==> src/hdl/sync_serial_pkg.sv <==
package sync_serial_pkg;
	localparam int GPP_W = 16;
	localparam int DATA_W = 32;
	localparam int ADDR_W = 6;
	localparam int FRAME_W = 16;
	localparam int SERIAL_PINS = 8;
	localparam int CORE_CLK_HZ = 25_000_000;

	localparam logic [ADDR_W-1:0] CTRL_OFS = 6'h00;
	localparam logic [ADDR_W-1:0] BAUD_OFS = 6'h04;
	localparam logic [ADDR_W-1:0] TXB_OFS = 6'h08;
	localparam logic [ADDR_W-1:0] RXB_OFS = 6'h0c;
	localparam logic [ADDR_W-1:0] MODE_OFS = 6'h10;
	localparam logic [ADDR_W-1:0] DIR_OFS = 6'h14;
	localparam logic [ADDR_W-1:0] LATCH_OFS = 6'h18;
	localparam logic [ADDR_W-1:0] PIN_IN_OFS = 6'h1c;

	localparam int CTL_WIDTH_LSB = 0;
	localparam int CTL_WIDTH_W = 4;
	localparam int CTL_MSB_BIT = 4;
	localparam int CTL_PHASE_BIT = 5;
	localparam int CTL_IDLE_BIT = 6;
	localparam int CTL_MASTER_BIT = 8;
	localparam int CTL_EN_BIT = 15;
	localparam int ST_BUSY_BIT = 0;
	localparam int ST_TXFULL_BIT = 1;
	localparam int ST_RXFULL_BIT = 2;

	localparam int MODE_W = 3;
	localparam logic [MODE_W-1:0] PF_SERIAL = 3'h3;
	localparam int PIN_MOSI = 0;
	localparam int PIN_MISO = 1;
	localparam int PIN_SCLK = 2;

	localparam logic [15:0] CTRL_RST = 16'h0000;
	localparam logic [15:0] BAUD_RST = 16'h0001;
	localparam logic [15:0] BAUD_MIN = 16'h0001;
	localparam logic [15:0] LATCH_RST = 16'hffff;
	localparam logic [15:0] DIR_RST = 16'h0000;
	localparam logic [MODE_W-1:0] MODE_RST = 3'h0;
	localparam logic [3:0] WIDTH_MIN_M1 = 4'h1;

	localparam logic [1:0] RESP_OKAY = 2'h0;
	localparam logic [1:0] RESP_SLVERR = 2'h2;

	typedef enum logic [2:0] {
		ST_IDLE = 3'b001,
		ST_LOADED = 3'b010,
		ST_RUN = 3'b100
	} xfer_state_e;

	typedef struct packed {
		logic [GPP_W-1:0] out;
		logic [GPP_W-1:0] oe_n;
	} gpp_drive_s;
endpackage

==> src/hdl/sync_serial_port.sv <==
// Summary of operation
// RL1: Full and half duplex exchange, fast rates
// RL2: Sixteen-bit baud generator clocks master shifting
// RL3: Holding buffers both ways, one shift register
// RL4: Role bit one master, zero slave
// RL5: Field 011 puts lower eight pins serial
// RL6: Software sets pin directions for serial use
// RL7: Control reads config when off, status when on
// RL8: Shift out and in together, equal counts
// RL9: Transmit word loads when shifter empty
// RL10: Master starts at once, slave awaits clock
// RL11: Start sets busy, pulses transmit request
// RL12: Frame done loads receive buffer, pulses request
// RL13: Busy clears with receive load if idle
// RL14: Software leaves busy alone; hardware owns it
// RL15: Only one master on the link
// RL16: Frame width two through sixteen bits
// RL17: Order bit zero LSB first, one MSB
// RL18: Buffers right aligned, shifter reorders bits
// RL19: Bits above width ignored or invalid
// RL20: Phase picks shift edge; latch opposite edge
// RL21: Polarity sets idle clock level
// RL22: Baud from divided core clock, wide range
// RL23: Slave drives first bit on load
`timescale 1ns/1ps
module sync_serial_port (
	input wire logic core_clk,
	input wire logic rst,
	input wire logic awvalid,
	output logic awready,
	input wire logic [sync_serial_pkg::ADDR_W-1:0] awaddr,
	input wire logic wvalid,
	output logic wready,
	input wire logic [sync_serial_pkg::DATA_W-1:0] wdata,
	input wire logic [3:0] wstrb,
	output logic bvalid,
	input wire logic bready,
	output logic [1:0] bresp,
	input wire logic arvalid,
	output logic arready,
	input wire logic [sync_serial_pkg::ADDR_W-1:0] araddr,
	output logic rvalid,
	input wire logic rready,
	output logic [sync_serial_pkg::DATA_W-1:0] rdata,
	output logic [1:0] rresp,
	input wire logic [sync_serial_pkg::GPP_W-1:0] gpp_in,
	output logic [sync_serial_pkg::GPP_W-1:0] gpp_out,
	output logic [sync_serial_pkg::GPP_W-1:0] gpp_oe_n,
	output logic transmit_irq_request,
	output logic receive_irq_request
);
	import sync_serial_pkg::*;

	typedef struct packed {
		xfer_state_e state;
		logic [15:0] ctrl;
		logic [15:0] baud;
		logic [15:0] baud_cnt;
		logic [FRAME_W-1:0] txbuf;
		logic [FRAME_W-1:0] rxbuf;
		logic [FRAME_W-1:0] sr;
		logic txfull;
		logic rxfull;
		logic busy;
		logic rxbit;
		logic [4:0] edge_cnt;
		logic sclk;
		logic mosi;
		logic miso;
		logic sclk_prev;
		logic [MODE_W-1:0] mode;
		logic [GPP_W-1:0] dir;
		logic [GPP_W-1:0] latch;
		gpp_drive_s pins;
		logic tx_irq;
		logic rx_irq;
		logic aw_held;
		logic w_held;
		logic [ADDR_W-1:0] waddr;
		logic [DATA_W-1:0] wdat;
		logic [3:0] wstb;
		logic awready;
		logic wready;
		logic bvalid;
		logic [1:0] bresp;
		logic arready;
		logic rvalid;
		logic [DATA_W-1:0] rdata;
		logic [1:0] rresp;
	} st_s;

	localparam st_s ST_RST = '{
		state: ST_IDLE,
		ctrl: CTRL_RST,
		baud: BAUD_RST,
		baud_cnt: BAUD_RST,
		sclk: 1'b1,
		mosi: 1'b1,
		miso: 1'b1,
		mode: MODE_RST,
		dir: DIR_RST,
		latch: LATCH_RST,
		pins: '{out: LATCH_RST, oe_n: ~DIR_RST},
		awready: 1'b1,
		wready: 1'b1,
		arready: 1'b1,
		default: '0
	};

	st_s st_ff;
	st_s nxt_st;

	logic en;
	logic master;
	logic phase;
	logic msb_first;
	logic idle_lvl;
	logic serial_mode;
	logic [3:0] wm1;
	logic [4:0] last_edge;
	logic [4:0] e;
	logic tick;
	logic sclk_in;
	logic data_in;
	logic sclk_chg;
	logic go_edge;
	logic lead;
	logic done;
	logic drive_en;
	logic drive_bit;
	logic alt;
	logic [FRAME_W-1:0] sr_v;
	logic [DATA_W-1:0] merged;
	logic [DATA_W-1:0] cur;

	function automatic logic [FRAME_W-1:0] width_mask(input logic [3:0] m1);
		logic [FRAME_W-1:0] m;
		m = '0;
		for (int i = 0; i < FRAME_W; i++) begin
			m[i] = (i <= int'(m1));
		end
		return m;
	endfunction

	function automatic logic out_bit(input logic [FRAME_W-1:0] sr,
		input logic [3:0] m1, input logic msb);
		return msb ? sr[m1] : sr[0];
	endfunction

	function automatic logic [FRAME_W-1:0] shift_in(
		input logic [FRAME_W-1:0] sr, input logic b,
		input logic [3:0] m1, input logic msb);
		logic [FRAME_W-1:0] r;
		if (msb) begin
			r = {sr[FRAME_W-2:0], b} & width_mask(m1);
		end else begin
			r = {1'b0, sr[FRAME_W-1:1]} & width_mask(m1);
			r[m1] = b;
		end
		return r;
	endfunction

	function automatic logic [DATA_W-1:0] merge(input logic [DATA_W-1:0] old,
		input logic [DATA_W-1:0] nw, input logic [3:0] stb);
		logic [DATA_W-1:0] r;
		r = old;
		for (int i = 0; i < 4; i++) begin
			if (stb[i]) begin
				r[i*8 +: 8] = nw[i*8 +: 8];
			end
		end
		return r;
	endfunction

	function automatic logic [DATA_W-1:0] reg_value(input st_s s,
		input logic [ADDR_W-1:0] a);
		logic [DATA_W-1:0] v;
		v = '0;
		case (a)
			CTRL_OFS: begin
				if (s.ctrl[CTL_EN_BIT]) begin
					v[CTL_EN_BIT] = 1'b1; // RL7
					v[ST_BUSY_BIT] = s.busy;
					v[ST_TXFULL_BIT] = s.txfull;
					v[ST_RXFULL_BIT] = s.rxfull;
				end else begin
					v[15:0] = s.ctrl; // RL7
				end
			end
			BAUD_OFS: v[15:0] = s.baud;
			TXB_OFS: v[FRAME_W-1:0] = s.txbuf;
			RXB_OFS: v[FRAME_W-1:0] = s.rxbuf;
			MODE_OFS: v[MODE_W-1:0] = s.mode;
			DIR_OFS: v[GPP_W-1:0] = s.dir;
			LATCH_OFS: v[GPP_W-1:0] = s.latch;
			PIN_IN_OFS: v[GPP_W-1:0] = gpp_in;
			default: v = '0;
		endcase
		return v;
	endfunction

	function automatic logic mapped(input logic [ADDR_W-1:0] a);
		return a[1:0] == 2'h0 && a <= PIN_IN_OFS;
	endfunction

	always_comb begin
		nxt_st = st_ff;
		sr_v = st_ff.sr;
		e = st_ff.edge_cnt;
		go_edge = 1'b0;
		lead = 1'b0;
		done = 1'b0;
		drive_en = 1'b0;
		drive_bit = 1'b0;
		alt = 1'b1;
		merged = '0;
		cur = '0;
		tick = 1'b0;
		nxt_st.tx_irq = 1'b0;
		nxt_st.rx_irq = 1'b0;
		en = st_ff.ctrl[CTL_EN_BIT];
		master = st_ff.ctrl[CTL_MASTER_BIT]; // RL4
		phase = st_ff.ctrl[CTL_PHASE_BIT];
		msb_first = st_ff.ctrl[CTL_MSB_BIT]; // RL17
		idle_lvl = st_ff.ctrl[CTL_IDLE_BIT];
		serial_mode = st_ff.mode == PF_SERIAL; // RL5
		wm1 = st_ff.ctrl[CTL_WIDTH_LSB +: CTL_WIDTH_W];
		if (wm1 == 4'h0) begin
			wm1 = WIDTH_MIN_M1; // RL16
		end
		last_edge = {wm1, 1'b1};
		sclk_in = gpp_in[PIN_SCLK];
		data_in = master ? gpp_in[PIN_MISO] : gpp_in[PIN_MOSI]; // RL1
		sclk_chg = sclk_in != st_ff.sclk_prev;
		nxt_st.sclk_prev = sclk_in;

		// Read channel; receive flag clear comes before the engine sets it
		if (arvalid && st_ff.arready) begin
			nxt_st.arready = 1'b0;
			nxt_st.rvalid = 1'b1;
			nxt_st.rdata = reg_value(st_ff, araddr);
			nxt_st.rresp = mapped(araddr) ? RESP_OKAY : RESP_SLVERR;
			if (araddr == RXB_OFS) begin
				nxt_st.rxfull = 1'b0;
			end
		end
		if (st_ff.rvalid && rready) begin
			nxt_st.rvalid = 1'b0;
			nxt_st.arready = 1'b1;
		end

		// Baud generator: half bit every baud+1 cycles, a baud of 0 counts as 1
		if (st_ff.baud_cnt == 16'h0000) begin
			tick = 1'b1; // RL2 RL22
			nxt_st.baud_cnt = (st_ff.baud < BAUD_MIN) ? BAUD_MIN : st_ff.baud;
		end else begin
			nxt_st.baud_cnt = st_ff.baud_cnt - 16'h0001;
		end

		if (!en) begin
			nxt_st.state = ST_IDLE;
			nxt_st.busy = 1'b0;
			nxt_st.sclk = 1'b1;
			nxt_st.mosi = 1'b1;
			nxt_st.miso = 1'b1;
			nxt_st.edge_cnt = 5'h00;
		end else begin
			if (master && st_ff.state != ST_RUN) begin
				nxt_st.sclk = idle_lvl; // RL21
			end
			case (st_ff.state)
				ST_IDLE: begin
					if (!master && !st_ff.txfull && sclk_chg &&
						sclk_in != idle_lvl) begin
						nxt_st.busy = 1'b1;
						go_edge = 1'b1;
						e = 5'h00;
					end
				end
				ST_LOADED: begin
					if (master && tick) begin
						nxt_st.state = ST_RUN; // RL10
						nxt_st.edge_cnt = 5'h00;
						if (!phase) begin
							drive_en = 1'b1;
							drive_bit = out_bit(st_ff.sr, wm1, msb_first);
						end
					end else if (!master && sclk_chg &&
						sclk_in != idle_lvl) begin
						go_edge = 1'b1; // RL10
						e = 5'h00;
					end
				end
				ST_RUN: begin
					go_edge = master ? tick : sclk_chg;
				end
				default: nxt_st.state = ST_IDLE;
			endcase

			if (go_edge) begin
				nxt_st.state = ST_RUN;
				lead = ~e[0];
				if (master) begin
					nxt_st.sclk = ~st_ff.sclk;
				end
				if (!phase) begin
					if (lead) begin
						nxt_st.rxbit = data_in; // RL20
					end else begin
						sr_v = shift_in(st_ff.sr, st_ff.rxbit, wm1,
							msb_first); // RL8 RL18
						drive_en = e != last_edge;
						drive_bit = out_bit(sr_v, wm1, msb_first);
					end
				end else begin
					if (lead) begin
						if (e != 5'h00) begin
							sr_v = shift_in(st_ff.sr, st_ff.rxbit, wm1,
								msb_first); // RL20
						end
						drive_en = 1'b1;
						drive_bit = out_bit(sr_v, wm1, msb_first);
					end else begin
						nxt_st.rxbit = data_in;
						if (e == last_edge) begin
							sr_v = shift_in(st_ff.sr, data_in, wm1,
								msb_first); // RL8
						end
					end
				end
				nxt_st.sr = sr_v;
				nxt_st.edge_cnt = e + 5'h01;
				if (e == last_edge) begin
					done = 1'b1;
					nxt_st.rxbuf = sr_v; // RL12
					nxt_st.rxfull = 1'b1;
					nxt_st.rx_irq = 1'b1;
					nxt_st.state = ST_IDLE;
					nxt_st.busy = 1'b0; // RL13
					nxt_st.edge_cnt = 5'h00;
				end
			end

			if (st_ff.txfull && (st_ff.state == ST_IDLE || done)) begin
				nxt_st.sr = st_ff.txbuf & width_mask(wm1); // RL9 RL19
				nxt_st.txfull = 1'b0;
				nxt_st.tx_irq = 1'b1; // RL11
				nxt_st.busy = 1'b1; // RL11
				nxt_st.state = ST_LOADED;
				nxt_st.edge_cnt = 5'h00;
				if (!master) begin
					drive_en = 1'b1; // RL23
					drive_bit = out_bit(st_ff.txbuf, wm1, msb_first);
				end
			end

			if (drive_en) begin
				if (master) begin
					nxt_st.mosi = drive_bit;
				end else begin
					nxt_st.miso = drive_bit;
				end
			end
		end

		// Write channel; transmit buffer write after the engine so set wins
		if (awvalid && st_ff.awready) begin
			nxt_st.awready = 1'b0;
			nxt_st.aw_held = 1'b1;
			nxt_st.waddr = awaddr;
		end
		if (wvalid && st_ff.wready) begin
			nxt_st.wready = 1'b0;
			nxt_st.w_held = 1'b1;
			nxt_st.wdat = wdata;
			nxt_st.wstb = wstrb;
		end
		if (st_ff.aw_held && st_ff.w_held && !st_ff.bvalid) begin
			nxt_st.aw_held = 1'b0;
			nxt_st.w_held = 1'b0;
			nxt_st.bvalid = 1'b1;
			nxt_st.bresp = mapped(st_ff.waddr) ? RESP_OKAY : RESP_SLVERR;
			cur = reg_value(st_ff, st_ff.waddr);
			if (st_ff.waddr == CTRL_OFS) begin
				cur[15:0] = st_ff.ctrl;
			end
			merged = merge(cur, st_ff.wdat, st_ff.wstb);
			case (st_ff.waddr)
				CTRL_OFS: begin
					if (en) begin
						nxt_st.ctrl[CTL_EN_BIT] = merged[CTL_EN_BIT];
					end else begin
						nxt_st.ctrl = merged[15:0]; // RL14
					end
				end
				BAUD_OFS: nxt_st.baud = merged[15:0];
				TXB_OFS: begin
					nxt_st.txbuf = merged[FRAME_W-1:0]; // RL3
					nxt_st.txfull = 1'b1;
				end
				MODE_OFS: nxt_st.mode = merged[MODE_W-1:0];
				DIR_OFS: nxt_st.dir = merged[GPP_W-1:0];
				LATCH_OFS: nxt_st.latch = merged[GPP_W-1:0];
				default: nxt_st.bresp = st_ff.waddr == RXB_OFS ||
					st_ff.waddr == PIN_IN_OFS ? RESP_OKAY : RESP_SLVERR;
			endcase
		end
		if (st_ff.bvalid && bready) begin
			nxt_st.bvalid = 1'b0;
			nxt_st.awready = 1'b1;
			nxt_st.wready = 1'b1;
		end

		// Pin mux: serial output ANDed with the port latch
		for (int i = 0; i < GPP_W; i++) begin
			alt = 1'b1;
			if (serial_mode && i < SERIAL_PINS) begin
				if (i == PIN_MOSI) begin
					alt = master ? nxt_st.mosi : 1'b1; // RL5
				end else if (i == PIN_MISO) begin
					alt = master ? 1'b1 : nxt_st.miso;
				end else if (i == PIN_SCLK) begin
					alt = master ? nxt_st.sclk : 1'b1; // RL4
				end
			end
			nxt_st.pins.out[i] = nxt_st.latch[i] & alt;
			nxt_st.pins.oe_n[i] = ~nxt_st.dir[i];
		end
	end

	always_ff @(posedge core_clk or posedge rst) begin
		if (rst) begin
			st_ff <= ST_RST;
		end else begin
			st_ff <= nxt_st;
		end
	end

	assign awready = st_ff.awready;
	assign wready = st_ff.wready;
	assign bvalid = st_ff.bvalid;
	assign bresp = st_ff.bresp;
	assign arready = st_ff.arready;
	assign rvalid = st_ff.rvalid;
	assign rdata = st_ff.rdata;
	assign rresp = st_ff.rresp;
	assign gpp_out = st_ff.pins.out;
	assign gpp_oe_n = st_ff.pins.oe_n;
	assign transmit_irq_request = st_ff.tx_irq;
	assign receive_irq_request = st_ff.rx_irq;
endmodule

==> config.mk <==
export PLATFORM = sky130hd
export DESIGN_NAME = sync_serial_port
export DESIGN_NICKNAME = d
export VERILOG_FILES = /design/src/hdl/sync_serial_pkg.sv /design/src/hdl/sync_serial_port.sv
export SDC_FILE = /design/constraint.sdc
export NUM_CORES = 1
export LEC_CHECK = 0
export ABC_AREA = 1
export BUFFER_PORTS_ARGS = -buffer_cell sky130_fd_sc_hd__buf_2
export CELL_PAD_IN_SITES_DETAIL_PLACEMENT = 0
export CELL_PAD_IN_SITES_GLOBAL_PLACEMENT = 2
export CORE_UTILIZATION = 34
export CTS_CLUSTER_SIZE = 14
export DETAILED_ROUTE_END_ITERATION = 12
export HOLD_SLACK_MARGIN = 0.15
export PLACE_DENSITY = 0.81
export SETUP_SLACK_MARGIN = 0.4
export SYNTH_ARGS = -nofsm -noshare
export SYNTH_HDL_FRONTEND = slang
export SYNTH_SLANG_ARGS = --single-unit
export TNS_END_PERCENT = 5
==> constraint.sdc <==
create_clock -name core_clk -period 8.6 [get_ports core_clk]
set_input_delay 1.72 -clock core_clk [delete_from_list [all_inputs] [get_ports core_clk]]
set_output_delay 1.72 -clock core_clk [all_outputs]
set_load 0.1 [all_outputs]
==> run summary <==
Min Tclk post-route - 5.229 ns
WL per Instance - 20.78 um
First-pass DRT Iterations - 5
Root Driver - clkbuf_16
Unique masters post-synth - 54
Final setup violation count - 0
Sinks on Clock Net - 217
Count leader, synth - nand2_1
Most used cell along the critical path - nand2_1
Top cells by area, synth - dfrtp_1 33%, nand2_1 11%, dfstp_2 8.7%, o21ai_0 8.7%, inv_1 7.2%
Share of cells above drive strength 1 - 0.1346
Total of max-cap violations - 0
Main combinational cell family by area after synthesis - compound AO/OA/AOI/OAI gates
Synth Area in Adders - 0.003776
Total gr overflow - 0
Setup CP Type - in2reg
Synth Area in XOR/XNOR - 0.006608
Critical-path cell list - buf_2 -> inv_2 -> nand2_1 -> nand3_2 -> nor2_4 -> nand2_4 -> nand2_1 -> buf_4 -> ha_1 -> nand3_1 -> nand2_1 -> nand3_1 -> nand3_1 -> nand2_1 -> nand2_1 -> nand2_1 -> o21bai_1 -> nand2_1 -> nand2_1 -> nand2_1 -> nand2_1 -> nand3_1 -> nand2_1 -> inv_1
CTS tree - built
Mux share of post-synthesis cell area - 0.001699
Register area - 5485 um2
Final hold vios - 0
Row count - 71
Actual slew at the worst max-slew pin - 1.249 ns
First-pass GRT wire length - 75.51 mm
Largest net degree at the start of global routing - 92
Max-slew violation count - 0
GR Util All Layers - 0.2513
Synthesized flop and latch total - 217
RSZ-0062 raised after global routing - false
Syn Inst Count - 1815
Worst min-delay path class - reg2reg
I/O Pins - 146
Critical path arrival - 5.73 ns
Clk_skew - 0.01306 ns
Post-synth top area cell - dfrtp_1
Worst slew margin - 0.1663
Critical Path Sink Type - register
Peak Freq - 191.3 MHz
Synthesized area - 13260 um2
Initial DRC Count - 1141
Max clock buf depth - 3
CP max FO - 30
Hold_buf cts - 0
Setup ws final - 3.371 ns
Synthesized area per cell - 7.303 um2
Vias after detailed routing - 12700
CP Launch Type - primary input
Async SR Flop Fraction - 1.000
Pwr dens - 376.6 nW/um2
H-tree depth - 1
Syn-to-layout area delta - 10.64%
Final ANT Viol Nets - 0
Post-Route WL - 49.20 mm
DP Worst Slack - 2.865 ns
IO Port Bufs - 109
Drt via density - 5.362
Ant diodes - 0
Multi-input logic area - 5984 um2
Initial Util - 0.3486
Final net count - 1912
Chip Height - 199.5 um
Total Neg Setup Slack - 0 ns
Postcts setup bufs - 0
Initial antenna violation count - 0
Die Width - 199.5 um
Pleak - 7.077 nW
Crit-path slowest cell - nand3_1
Number of synthesized flops with an enable pin - 0
Peak supply drop - 0.2110 mV
Period utilisation layout - 0.6080
Reg clk slew, reported paths - 0.06 ns
# fillers - 4108
Die Area - 39780 um2
Core Box Area - 38020 um2
WP data required - 9.10 ns
Worst skew pair latency - 0.57 ns
DRC errors left - 0
Slowest stage delay, CP - 0.79 ns
Yosys top cell area share - 0.3266
Status - finished, final reports clean
Sequential area share after synthesis - 0.4138
Synth warn - 0
GPL Wtd Cong - 0.9157
Post-cts gate resize count - 0
Vias in the first global route - 12390
CTS Buf Count - 27
Synth Area in Compound Gates - 0.2178
Synth cell count leaders - 380 x nand2_1, 256 x inv_1, 230 x o21ai_0
Hpwl dp - 35.25 mm
Final Core Density - 0.3857
Main synth FF type - dfrtp_1
Simple-Gate Fraction of Synth Area - 0.2158
==> state kept, by name (all words and copies together) (netlist names), 15 cells and up <==
name      flops
st_ff       156
gpp_oe_n     16
rdata        16
gpp_out      15
==> cell families after synthesis <==
kind of cell,after synthesis
flip-flops,217
multiplexers,2
adder cells (fa/ha/maj),4
AO/OA/AOI/OAI,494
XOR/XNOR,10
AND/OR/NAND/NOR,667
buffers and inverters,420
other,1
==> path summary, 6_finish.rpt <==
path,start,to,slack [ns],cells after the start
max in group asynchronous,rst,st_ff[191],6.02,3
worst min-delay path,rdata[15],rdata[15],0.47,2
worst min register to register,rdata[15],rdata[15],0.47,2
min in group asynchronous,rst,st_ff[60],1.24,2
worst max register to register,st_ff[247],st_ff[168],3.79,17
worst max-delay path,gpp_in[2],gpp_out[1],3.37,24
==> area by class of cell <==
type | instances | share of cell area
Clock inverter | 6 | 0.004948
Inverter | 269 | 0.06936
Sequential cell | 217 | 0.3740
Timing Repair Buffer | 127 | 0.04641
Tap cell | 511 | 0.04360
Multi-Input combinational cell | 1195 | 0.4081
Clock buffer | 43 | 0.05358
==> per-layer routing <==
layer	global-route usage	wire length (um)
met5	0	0
met4	0.06955	1050
met3	0.04135	3314
met2	0.3959	21980
met1	0.3542	22860
==> placed cells by master, fill, tap and decap left out, types with 16 or more instances in the layout <==
cell       synthesis  final
o22ai_1           88     88
nand2_1          380    380
o21ai_0          230    230
o211ai_1          21     21
clkbuf_16          0     27
nor3_1            25     25
nor2_1           118    114
a21oi_1           67     67
buf_4             71     18
o221ai_1          16     16
conb_1             1     18
inv_1            256    255
dfrtp_1          173    173
nand4_1           26     26
dfstp_2           44     44
nand3_1           85     85
buf_2              7    109
==> through the flow <==
step	power, W	std cells	hold slack [ns]	instance area, um2
after floorplan	0.003698	1832	0.4492	13320
after global placement	0.004377	2319	0.4616	13810
after detailed placement	0.004374	2319	0.4611	13810
after CTS	0.005526	2368	0.4777	14670
after global routing	0.005855	2368	0.4983	14670
final	0.005523	2368	0.4725	14670
==> worst max-delay path: cells and delay by family <==
kind / cells / cell delay, ns
compound gates: 1 / 0.25
fa+ha+maj: 1 / 0.74
buf+inv: 4 / 0.57
simple gates: 18 / 2.43
==> power by group <==
part | internal [W] | switching (W) | leakage, nW
Sequential | 0.00140 | 0.000269 | 2.49
Combinational | 0.000583 | 0.00214 | 4.17
Clock | 0.000656 | 0.000474 | 0.417
Total | 0.00264 | 0.00288 | 7.08
Note: power is estimated with default switching activity, not from simulation.
